===== src/rtl/sacp_pkg.sv =====
// constants, offsets and state types for the step attenuator control port
package sacp_pkg;

  // core and word widths
  localparam int unsigned ATTN_W = 7;
  localparam int unsigned WORD_W = 8;

  // power-up attenuation setting, 31.5 dB in quarter-dB steps
  localparam logic [6:0] PUP_ATTN_CODE = 7'h7e;
  localparam logic [7:0] PUP_WORD      = 8'h7e;

  // clock rate and the direct-mode power-up delay
  localparam int unsigned CLK_MHZ          = 250;
  localparam int unsigned PUP_DELAY_US     = 400;
  localparam int unsigned PUP_DELAY_CYCLES = PUP_DELAY_US * CLK_MHZ;
  localparam int unsigned DLY_W            = 17;

  // last settle count after reset before the synchronised straps are trusted
  localparam logic [1:0] SETTLE_LAST = 2'h2;

  // synchroniser lane positions
  localparam int unsigned SYNC_W     = 11;
  localparam int unsigned SY_MODE    = 0;
  localparam int unsigned SY_STROBE  = 1;
  localparam int unsigned SY_SCLK    = 2;
  localparam int unsigned SY_SDATA   = 3;
  localparam int unsigned SY_PAR_LSB = 4;

  // register map, byte addresses
  localparam int unsigned ADDR_W      = 12;
  localparam logic [11:0] CTRL_OFFS   = 12'h000;
  localparam logic [11:0] STATUS_OFFS = 12'h004;
  localparam logic [11:0] SHIFT_OFFS  = 12'h008;
  localparam logic [11:0] LATCH_OFFS  = 12'h00c;
  localparam logic [11:0] ERR_OFFS    = 12'h010;

  // field positions
  localparam int unsigned CTRL_FORCE_MAX   = 0;
  localparam int unsigned STAT_SERIAL      = 7;
  localparam int unsigned STAT_STROBE      = 8;
  localparam int unsigned STAT_PUP_HOLD    = 9;
  localparam int unsigned STAT_TOP_BIT     = 10;
  localparam int unsigned STAT_SEQ_DONE    = 11;
  localparam int unsigned LATCH_PAR_LSB    = 8;
  localparam int unsigned ERR_TOP_BIT      = 0;
  localparam int unsigned ERR_PAR_IN_SER   = 1;

  // reset values
  localparam logic CTRL_FORCE_MAX_RST = 1'b0;

  typedef enum logic [1:0] {st_settle, st_delay, st_run} sacp_state_t;

endpackage


===== src/rtl/sacp_sync.sv =====
// two-stage synchroniser for the control pins
`timescale 1ns/1ps
`default_nettype none

module sacp_sync (
  input  wire logic                        pclk,
  input  wire logic                        presetn,
  input  wire logic                        clk_en,
  input  wire logic [sacp_pkg::SYNC_W-1:0] async_in,
  output logic      [sacp_pkg::SYNC_W-1:0] sync_out
);

  typedef struct packed {
    logic [sacp_pkg::SYNC_W-1:0] stage1;
    logic [sacp_pkg::SYNC_W-1:0] stage2;
  } sacp_sync_t;

  sacp_sync_t sync_reg;
  sacp_sync_t sync_next;

  // stage1 feeds stage2 only
  always_comb
  begin
    sync_next        = sync_reg;
    sync_next.stage1 = async_in;
    sync_next.stage2 = sync_reg.stage1;
  end

  always_ff @(posedge pclk or negedge presetn)
  begin
    if (!presetn)
    begin
      sync_reg <= '0;
    end
    else if (clk_en)
    begin
      sync_reg <= sync_next;
    end
  end

  assign sync_out = sync_reg.stage2;

endmodule

`default_nettype wire


===== src/rtl/sacp_top.sv =====
// step attenuator control port: serial and parallel front end with apb status
`timescale 1ns/1ps
`default_nettype none

module sacp_top #(
  parameter int unsigned PUP_DELAY_CYCLES = sacp_pkg::PUP_DELAY_CYCLES
) (
  input  wire logic                        pclk,
  input  wire logic                        presetn,
  input  wire logic                        clk_en,
  input  wire logic                        psel,
  input  wire logic                        penable,
  input  wire logic                        pwrite,
  input  wire logic [sacp_pkg::ADDR_W-1:0] paddr,
  input  wire logic [31:0]                 pwdata,
  output logic      [31:0]                 prdata,
  output logic                             pready,
  output logic                             pslverr,
  input  wire logic                        serial_mode_sel,
  input  wire logic                        latch_strobe,
  input  wire logic                        serial_shift_clk,
  input  wire logic                        serial_data_in,
  input  wire logic [sacp_pkg::ATTN_W-1:0] parallel_attn_inputs,
  output logic      [sacp_pkg::ATTN_W-1:0] step_attenuator_code,
  output logic                             power_up_hold
);

  typedef struct packed {
    sacp_pkg::sacp_state_t             state;
    logic [1:0]                        settle_cnt;
    logic [sacp_pkg::DLY_W-1:0]        dly_cnt;
    logic                              sclk_d;
    logic [sacp_pkg::WORD_W-1:0]       shift;
    logic [sacp_pkg::WORD_W-1:0]       ser_latch;
    logic [sacp_pkg::ATTN_W-1:0]       par_latch;
    logic [sacp_pkg::ATTN_W-1:0]       attn;
    logic                              force_max;
    logic                              err_top;
    logic                              err_par;
    logic                              seq_done;
    logic [31:0]                       prdata;
    logic                              pslverr;
  } sacp_regs_t;

  localparam sacp_regs_t REGS_RST = '{
    state:      sacp_pkg::st_settle,
    settle_cnt: 2'h0,
    dly_cnt:    '0,
    sclk_d:     1'b0,
    shift:      sacp_pkg::PUP_WORD,
    ser_latch:  sacp_pkg::PUP_WORD,
    par_latch:  sacp_pkg::PUP_ATTN_CODE,
    attn:       sacp_pkg::PUP_ATTN_CODE,
    force_max:  sacp_pkg::CTRL_FORCE_MAX_RST,
    err_top:    1'b0,
    err_par:    1'b0,
    seq_done:   1'b0,
    prdata:     32'h0000_0000,
    pslverr:    1'b0
  };

  localparam logic [sacp_pkg::DLY_W-1:0] DLY_LAST = sacp_pkg::DLY_W'(PUP_DELAY_CYCLES - 1);

  sacp_regs_t                    regs_reg;
  sacp_regs_t                    regs_next;

  logic [sacp_pkg::SYNC_W-1:0]   pins_sync;
  logic [sacp_pkg::SYNC_W-1:0]   pins_raw;
  logic                          pin_mode;
  logic                          pin_strobe;
  logic                          pin_sclk;
  logic                          pin_sdata;
  logic [sacp_pkg::ATTN_W-1:0]   pin_par;

  logic                          running;
  logic                          sclk_rise;
  logic                          apb_setup;
  logic                          apb_access;
  logic                          apb_write;
  logic                          serial_commit;
  logic                          err_top_clr;
  logic                          err_par_clr;
  logic [31:0]                   rd_data;
  logic                          rd_hit;
  logic                          direct_strap;

  // lane order must match the lane positions in the package
  assign pins_raw = {parallel_attn_inputs, serial_data_in, serial_shift_clk,
                     latch_strobe, serial_mode_sel};

  // every pin crosses two flops before any logic looks at it
  sacp_sync u_sync (
    .pclk     (pclk),
    .presetn  (presetn),
    .clk_en   (clk_en),
    .async_in (pins_raw),
    .sync_out (pins_sync)
  );

  assign pin_mode   = pins_sync[sacp_pkg::SY_MODE];
  assign pin_strobe = pins_sync[sacp_pkg::SY_STROBE];
  assign pin_sclk   = pins_sync[sacp_pkg::SY_SCLK];
  assign pin_sdata  = pins_sync[sacp_pkg::SY_SDATA];
  // pads carry pull-downs, so an open line arrives here as zero
  assign pin_par    = pins_sync[sacp_pkg::SY_PAR_LSB +: sacp_pkg::ATTN_W];

  // no wait states, but a frozen block must not accept a transfer
  assign pready     = clk_en;
  assign apb_setup  = psel & ~penable;
  assign apb_access = psel & penable;
  assign apb_write  = apb_access & pwrite;

  assign running   = (regs_reg.state == sacp_pkg::st_run);
  // sclk_d resets low like the idle pin, so reset makes no false edge
  // two-flop sampling limits the serial clock to well below pclk
  assign sclk_rise = pin_sclk & ~regs_reg.sclk_d;

  // strobe high with parallel select at power-up marks direct mode
  assign direct_strap = ~pin_mode & pin_strobe;

  // a serial word commits while strobe is high in serial mode
  assign serial_commit = running & pin_strobe & pin_mode;

  assign err_top_clr = apb_write & (paddr == sacp_pkg::ERR_OFFS)
                       & pwdata[sacp_pkg::ERR_TOP_BIT];
  assign err_par_clr = apb_write & (paddr == sacp_pkg::ERR_OFFS)
                       & pwdata[sacp_pkg::ERR_PAR_IN_SER];

  always_comb
  begin
    regs_next = regs_reg;
    rd_data   = 32'h0000_0000;
    rd_hit    = 1'b1;

    // power-up sequencing
    case (regs_reg.state)
      sacp_pkg::st_settle:
      begin
        if (regs_reg.settle_cnt == sacp_pkg::SETTLE_LAST)
        begin
          // strobe high with parallel select marks direct mode
          if (direct_strap)
          begin
            regs_next.state = sacp_pkg::st_delay;
          end
          else
          begin
            regs_next.state = sacp_pkg::st_run;
          end
        end
        else
        begin
          regs_next.settle_cnt = regs_reg.settle_cnt + 2'h1;
        end
      end
      sacp_pkg::st_delay:
      begin
        // hold maximum for the full power-up delay
        if (regs_reg.dly_cnt == DLY_LAST)
        begin
          regs_next.state = sacp_pkg::st_run;
        end
        else
        begin
          regs_next.dly_cnt = regs_reg.dly_cnt + 1'b1;
        end
      end
      sacp_pkg::st_run:
      begin
        regs_next.state = sacp_pkg::st_run;
      end
      default:
      begin
        regs_next.state = sacp_pkg::st_settle;
      end
    endcase

    // serial clock edge found on the pclk side
    regs_next.sclk_d = pin_sclk;

    // shift only while strobe is low, lsb first
    if (running && !pin_strobe && sclk_rise)
    begin
      regs_next.shift = {pin_sdata, regs_reg.shift[sacp_pkg::WORD_W-1:1]};
    end

    // transparent latches follow while strobe is high
    if (running && pin_strobe)
    begin
      if (pin_mode)
      begin
        regs_next.ser_latch = regs_reg.shift;
      end
      else
      begin
        // each line is one binary weight of a quarter dB code
        regs_next.par_latch = pin_par;
      end
    end

    // core stays at maximum until running and while force_max is set, otherwise follows the mode
    if (!running || regs_reg.force_max)
    begin
      regs_next.attn = sacp_pkg::PUP_ATTN_CODE;
    end
    else if (pin_mode)
    begin
      // word value is dB times four; top bit never reaches the core
      regs_next.attn = regs_reg.ser_latch[sacp_pkg::ATTN_W-1:0];
    end
    else
    begin
      regs_next.attn = regs_reg.par_latch;
    end

    // sticky faults; a new event wins over a clear in the same cycle
    if (err_top_clr)
    begin
      regs_next.err_top = 1'b0;
    end
    if (serial_commit && regs_reg.shift[sacp_pkg::WORD_W-1])
    begin
      regs_next.err_top = 1'b1;
    end
    if (err_par_clr)
    begin
      regs_next.err_par = 1'b0;
    end
    if (running && pin_mode && (pin_par != '0))
    begin
      regs_next.err_par = 1'b1;
    end

    // mode switching is safe once a top-bit-zero word is latched
    if (serial_commit && !regs_reg.shift[sacp_pkg::WORD_W-1])
    begin
      regs_next.seq_done = 1'b1;
    end

    // register read decode
    case (paddr)
      sacp_pkg::CTRL_OFFS:
      begin
        rd_data[sacp_pkg::CTRL_FORCE_MAX] = regs_reg.force_max;
      end
      // status shows synced pins, so they lag the pads by two cycles
      sacp_pkg::STATUS_OFFS:
      begin
        rd_data[sacp_pkg::ATTN_W-1:0]    = regs_reg.attn;
        rd_data[sacp_pkg::STAT_SERIAL]   = pin_mode;
        rd_data[sacp_pkg::STAT_STROBE]   = pin_strobe;
        rd_data[sacp_pkg::STAT_PUP_HOLD] = ~running;
        rd_data[sacp_pkg::STAT_TOP_BIT]  = regs_reg.ser_latch[sacp_pkg::WORD_W-1];
        rd_data[sacp_pkg::STAT_SEQ_DONE] = regs_reg.seq_done;
      end
      sacp_pkg::SHIFT_OFFS:
      begin
        rd_data[sacp_pkg::WORD_W-1:0] = regs_reg.shift;
      end
      sacp_pkg::LATCH_OFFS:
      begin
        rd_data[sacp_pkg::WORD_W-1:0] = regs_reg.ser_latch;
        rd_data[sacp_pkg::LATCH_PAR_LSB +: sacp_pkg::ATTN_W] = regs_reg.par_latch;
      end
      sacp_pkg::ERR_OFFS:
      begin
        rd_data[sacp_pkg::ERR_TOP_BIT]    = regs_reg.err_top;
        rd_data[sacp_pkg::ERR_PAR_IN_SER] = regs_reg.err_par;
      end
      default:
      begin
        rd_hit = 1'b0;
      end
    endcase

    // answer is prepared in the setup cycle so prdata comes from a flop
    if (apb_setup)
    begin
      regs_next.pslverr = ~rd_hit;
      if (pwrite)
      begin
        regs_next.prdata = 32'h0000_0000;
      end
      else
      begin
        regs_next.prdata = rd_data;
      end
    end
    else
    begin
      // access ends at this edge, so the answer clears with it
      regs_next.prdata  = 32'h0000_0000;
      regs_next.pslverr = 1'b0;
    end

    // the control register takes written data; the error register only takes write-one clears
    if (apb_write && paddr == sacp_pkg::CTRL_OFFS)
    begin
      regs_next.force_max = pwdata[sacp_pkg::CTRL_FORCE_MAX];
    end
  end

  // clock enable low freezes everything, bus answers included
  always_ff @(posedge pclk or negedge presetn)
  begin
    if (!presetn)
    begin
      regs_reg <= REGS_RST;
    end
    else if (clk_en)
    begin
      regs_reg <= regs_next;
    end
  end

  assign prdata               = regs_reg.prdata;
  assign pslverr              = regs_reg.pslverr;
  assign step_attenuator_code = regs_reg.attn;
  assign power_up_hold        = ~running;

endmodule

`default_nettype wire


===== config.mk =====
export PLATFORM = sky130hd
export DESIGN_NAME = sacp_top
export DESIGN_NICKNAME = d
export VERILOG_FILES = /design/src/rtl/sacp_pkg.sv /design/src/rtl/sacp_sync.sv /design/src/rtl/sacp_top.sv
export SDC_FILE = /design/constraint.sdc
export NUM_CORES = 1
export LEC_CHECK = 0
export ABC_AREA = 1
export BUFFER_PORTS_ARGS = -buffer_cell sky130_fd_sc_hd__buf_4
export CAP_MARGIN = 5
export CORE_MARGIN = 3
export CORE_UTILIZATION = 45
export DETAILED_ROUTE_END_ITERATION = 10
export PLACE_DENSITY_LB_ADDON = 0.15
export SLEW_MARGIN = 25
export SYNTH_ARGS = -nofsm -noshare
export SYNTH_HDL_FRONTEND = slang
export SYNTH_SLANG_ARGS = --single-unit

===== constraint.sdc =====
create_clock -name pclk -period 2 [get_ports pclk]
set_input_delay 0.4 -clock pclk [delete_from_list [all_inputs] [get_ports pclk]]
set_output_delay 0.4 -clock pclk [all_outputs]
set_load 0.005 [all_outputs]

## Yosys cells after proc, flatten, opt, wreduce, memory -nomap -nowiden

Index checks and enable logic that the tools add are counted.

| word-level totals | value |
|---|---|
| bits in registers | 111 |
| input bits | 61 |
| output and inout bits | 42 |
| logic and storage cells | 91 |

| operators by class | value |
|---|---|
| $add $sub $neg | 2 |
| equal/unequal tests | 10 |
| muxes and demuxes | 18 |
| bitwise logic cells | 17 |
| reductions and logical operators | 28 |

Operator list:

| kind | number |
|---|---|
| 33-bit two-way mux | 1 |
| 12-bit by 4-bit equality test with 1-bit output, second input constant | 2 |
| 6-bit case mux with 3 select lines | 1 |
| 17-bit by 1-bit adder with 17-bit output, second input constant | 1 |
| 17-bit equality test, second input constant | 1 |
| 15-bit two-way mux | 1 |
| 3-bit AND reduction | 5 |
| 7-bit two-way mux | 2 |
| 12-bit by 3-bit equality test with 1-bit output, second input constant | 1 |
| 12-bit by 5-bit equality test with 1-bit output, second input constant | 1 |
| 12-bit logical NOT | 1 |
| 1-bit AND | 10 |
| 2-bit AND reduction | 5 |
| 1-bit logical AND | 8 |
| 4-bit case mux with 2 select lines | 1 |
| 1-bit inverter | 7 |
| 7-bit nonzero test | 1 |
| 2-bit two-way mux | 3 |
| 2-bit case mux with 3 select lines | 1 |
| 1-bit two-way mux | 5 |
| 1-bit case mux with 5 select lines | 1 |
| 5-bit OR reduction | 1 |
| 2-bit equality test, second input constant | 2 |
| 2-bit inequality test, second input constant | 2 |
| other kinds (8) | 11 |

## Longest topological paths before layout

| depth | value |
|---|---|
| depth in word-level cells | 6 |
| depth in mapped cells | 9 |

## Modules after synthesis

A second synthesis with hierarchy kept.

| unflattened totals | value |
|---|---|
| cells, all modules | 613 |
| area total of the unflattened synthesis | 4951.0 µm² |

By module, submodules not included:

| module | instances | cells an instance | area each (µm²) |
|---|---|---|---|
| sacp_top | 1 | 520 | 4111.4 |
| sacp_sync | 1 | 93 | 839.6 |

## Worst setup path after synthesis

No wires, ideal clock.

| path | value |
|---|---|
| path type | reg2reg |
| start point | register regs_reg[87] (netlist bit) |
| end point | register regs_reg[51] (netlist bit) |
| data arrival time | 1.290 ns |
| required time | 1.875 ns |
| path slack | 0.585 ns |
| stages on the path, launching flop included | 7 |
| buffers on the path | 0 |
| clock period less this slack | 1.415 ns |
| path through | dfrtp_1 > inv_1 > ha_1 > nand2_2 > nor2_1 > nand2_1 > mux2_2 |

| between the ends | value |
|---|---|
| cells in the longest elaborated chain, start to end | 3 |

RTL lines:

| item | line | source |
|---|---|---|
| start, declared | sacp_top.sv:64 | `sacp_regs_t regs_reg;` |
| start signal, assigned | sacp_top.sv:312 | `regs_reg <= regs_next;` |
| 2-bit equality test | sacp_top.sv:113 | `assign running = (regs_reg.state == sacp_pkg::st_run);` |
| 1-bit logical AND | sacp_top.sv:188 | `if (running && pin_strobe)` |
| 3-bit AND reduction (no source line) | - |  |

Every way passes these cells.
A chain may end at the register's enable or synchronous reset.

## Worst setup path in the final report

| path | value |
|---|---|
| start point | register regs_reg[87] (netlist bit) |
| end point | output power_up_hold |

| between the ends | value |
|---|---|
| cells in the longest elaborated chain, start to end | 2 |

RTL lines:

| item | line | source |
|---|---|---|
| 2-bit equality test | sacp_top.sv:113 |  |
| 1-bit inverter | sacp_top.sv:319 | `assign power_up_hold = ~running;` |
| end, declared | sacp_top.sv:25 | `output logic power_up_hold` |

Every way passes these cells.

==> metrics.md <==
| Metric | Value |
|---|---|
| Worst Hold Endpoint | `u_sync.sync_next[10]` |
| Area of the multi-input gates | `0.00192 mm2` |
| R2R setup slack | `0.36 ns` |
| Vias per cell | `4.83` |
| Area delta synth->final | `11.1%` |
| Largest net degree at the start of global routing | `43` |
| FILL cells | `between 1,000 and 1,500` |
| Cell at the slowest stage of the critical path | `dfrtp_1` |
| FF-to-FF End | `regs_reg[51]` |
| TNS Setup | `0 ns` |
| Post-synthesis sequential area ratio | `0.491` |
| FF-to-FF Start | `regs_reg[87]` |
| DR iter-0 viols | `roughly 170` |
| Worst-case reg-to-reg path depth | `7` |
| Htree depth | `3` |
| Crit-path max cell delay | `0.43 ns` |
| Diode count | `0` |
| Die width | `110 um` |
| Mapped Cells | `603` |
| Crit path max fanout | `4` |
| Synthesis Warnings | `0` |
| Placer Congestion | `0.864` |
| RSZ-0062 raised after global routing | `false` |
| Sequential cell area | `0.00238 mm2` |
| First-pass GRT wire length | `16,800 um` |
| Syn Area/Cell | `8.05 um2` |
| Final worst path period share | `0.857` |
| CP most frequent cell | `inv_1` |
| Dpl hpwl | `7340 um` |
| Fin crit period | `around 1.7 ns` |
| CTS sink cnt | `94` |
| Max frequency | `slightly below 0.6 GHz` |
| Crit end category | `output port` |
| CP cell instances | `inv_1 > ha_1 > inv_1 > buf_4` |
| CP arrival | `1.31 ns` |
| Final Max Tran Viols | `0` |
| Clock Pin Slew Worst Setup and Hold Paths | `0.10 ns` |
| Post-synth top flop | `dfrtp_1` |
| Effective utilization at floorplan | `0.466` |
| CP required | `about 1.6 ns` |
| Die H | `110 um` |
| Clock skew | `0.0101 ns` |
| Hold Crit Start | `parallel_attn_inputs[6]` |
| Status | `completed` |
| IO Pins | `between 100 and 150` |
| Largest cells by area after synthesis | `dfrtp_1 (36%), nand2_1 (16%), dfstp_2 (13%), buf_4 (6.8%), o21ai_0 (4.7%)` |
| Setup CP Type | `flip-flop to output port` |
| Max reg flops | `49` |
| Pwr/cell area | `a little under 900 mW/mm2` |
| Share of post-route cells with drive strength above 1 | `0.182` |
| Synth Cell Area | `0.00485 mm2` |
| GR Overflow Total | `0` |
| Flops & latches, synth | `94` |
| Input/output buffers | `55` |
| Synth area leader | `dfrtp_1` |
| Rows | `37` |
| Die ar. | `0.0121 mm2` |
| Post-route ant nets | `0` |
| Worst-Skew Late Latency | `~0.36 ns` |
| Router iterations before antenna repair | `5` |
| Final hold vios | `0` |
| Routed WL | `a little over 10,000 um` |
| DRC viols | `0` |
| CTS Buf Count | `9` |
| VDD IR max | `0.358 mV` |
| Worst slew pin tran | `0.529 ns` |
| Synth unique cells | `36` |
| Share of the synthesized area in the top cell type | `0.361` |
| Drt wl/cell | `about 13 um` |
| EDFF count, synth | `0` |
| Clock Tree Root | `clkbuf_8` |
| Hold path cells | `3` |
| Hold Path Class | `primary input to flip-flop` |
| Core area | `0.0104 mm2` |
| CTS Buffer Depth | `2` |
| Slew headroom | `0.646` |
| Pleak | `between 2 and 3 nW` |
| Post-cts gate resize count | `0` |
| Final hold slack | `0.231 ns` |
| CP startpoint kind | `flip-flop` |
| Final nets | `around 700` |
| Vias | `3,770` |
| Initial antenna violation count | `0` |
| Setup Viol. Count Final | `0` |
| Vias in the first global route | `3,564` |
| Async SR Flop Fraction | `1.00` |
| Total Routing Usage GR | `0.177` |
| Max-cap violations | `0` |
| CTS tree | `yes` |
-- worst max-delay path: cells and delay by family (launching register included) --
kind / cells / cell delay [ns]
fa+ha+maj: 1 / 0.22
flops: 1 / 0.43
buf+inv: 3 / 0.31
-- synth_stat cells, types with 2 or more instances --
cell type	n
o211ai_1	6
inv_1	54
ha_1	6
xor2_1	7
xnor2_1	7
nand3_1	37
buf_2	3
nor3_1	8
buf_4	44
nor2_1	36
buf_6	2
inv_2	3
o22ai_1	2
nand3_2	2
nand2_2	2
o21ai_0	46
a21oi_1	7
nand4_1	5
dfstp_2	24
dfrtp_1	70
o21bai_1	2
nand2_1	205
clkbuf_1	8
o21ai_1	5
-- logic make-up (layout without fill, tap and decap cells) --
logic type      after synthesis  count (layout)  synth area share
other cells                   1              17          0.000773
fa+ha+maj                     6               6            0.0155
flops                        94              94             0.491
mux                           1               1           0.00232
compound gates               72              72            0.0810
buf+inv                     114             139             0.126
simple gates                301             301             0.258
xor+xnor                     14              14            0.0253
-- per-layer routing --
layer,wire [um],global-route usage,vias to the layer above
met5,0,0,-
met1,4810,0.248,1727
met4,163,0.0588,0
met2,4480,0.276,108
li1,-,-,1922
met3,612,0.0329,13
-- cell type report --
type | instances | area share
Multi-Input combinational cell | 411 | 0.356
Sequential cell | 94 | 0.442
Clock inverter | 6 | 0.00998
Timing Repair Buffer | 66 | 0.0971
Clock buffer | 10 | 0.0237
Tap cell | 136 | 0.0316
Inverter | 57 | 0.0397
-- report_power, final --
group,internal (mW),switching (mW),total (mW)
Sequential,2.28,0.233,2.51
Combinational,0.412,0.575,0.987
Clock,0.475,0.712,1.19
-- through the flow --
stage	cell area, um2	power [mW]	util	worst slack (ns)	cells
floorplan	4910	3.19	-	0.585	619
finish	5390	4.69	0.517	0.286	780
CTS	5390	4.75	0.517	0.258	780
global placement	5200	3.49	0.499	0.358	763
global route	5390	5.00	0.517	0.191	780
detailed placement	5200	3.54	0.499	0.329	763
-- repair_timing --
| item | in CTS | in global routing |
|---|---|---|
| hold buffers | 1 | 0 |
| setup endpoints to repair | 0 | 0 |
| setup buffers | 0 | 0 |
| hold endpoints to repair | 17 | 0 |
-- how the worst max path moves through the flow --
stage | cells past startpoint | start | end
final | 4 | regs_reg[87] | power_up_hold
after global routing | 6 | regs_reg[87] | regs_reg[60]
after CTS | 4 | regs_reg[87] | power_up_hold
after detailed placement | 8 | paddr[0] | prdata[8]
after global placement | 8 | paddr[0] | prdata[9]
after floorplan | 6 | regs_reg[87] | regs_reg[51]
-- cell usage in the layout, fill, tap and decap left out, types with 2 or more instances in the layout --
cell      instances
nand4_1           5
inv_1            54
dfrtp_1          70
nand3_2           2
buf_12            2
clkinv_4          2
nand2_1         205
o21ai_0          46
inv_2             3
ha_1              6
conb_1           17
a21oi_1           7
nand2_2           2
xnor2_1           7
o211ai_1          6
clkbuf_8          9
o22ai_1           2
inv_6             2
o21ai_1           5
xor2_1            7
o21bai_1          2
buf_4            63
nor2_1           36
nand3_1          37
nor3_1            8
dfstp_2          24
(Power assumes the default switching activity.)
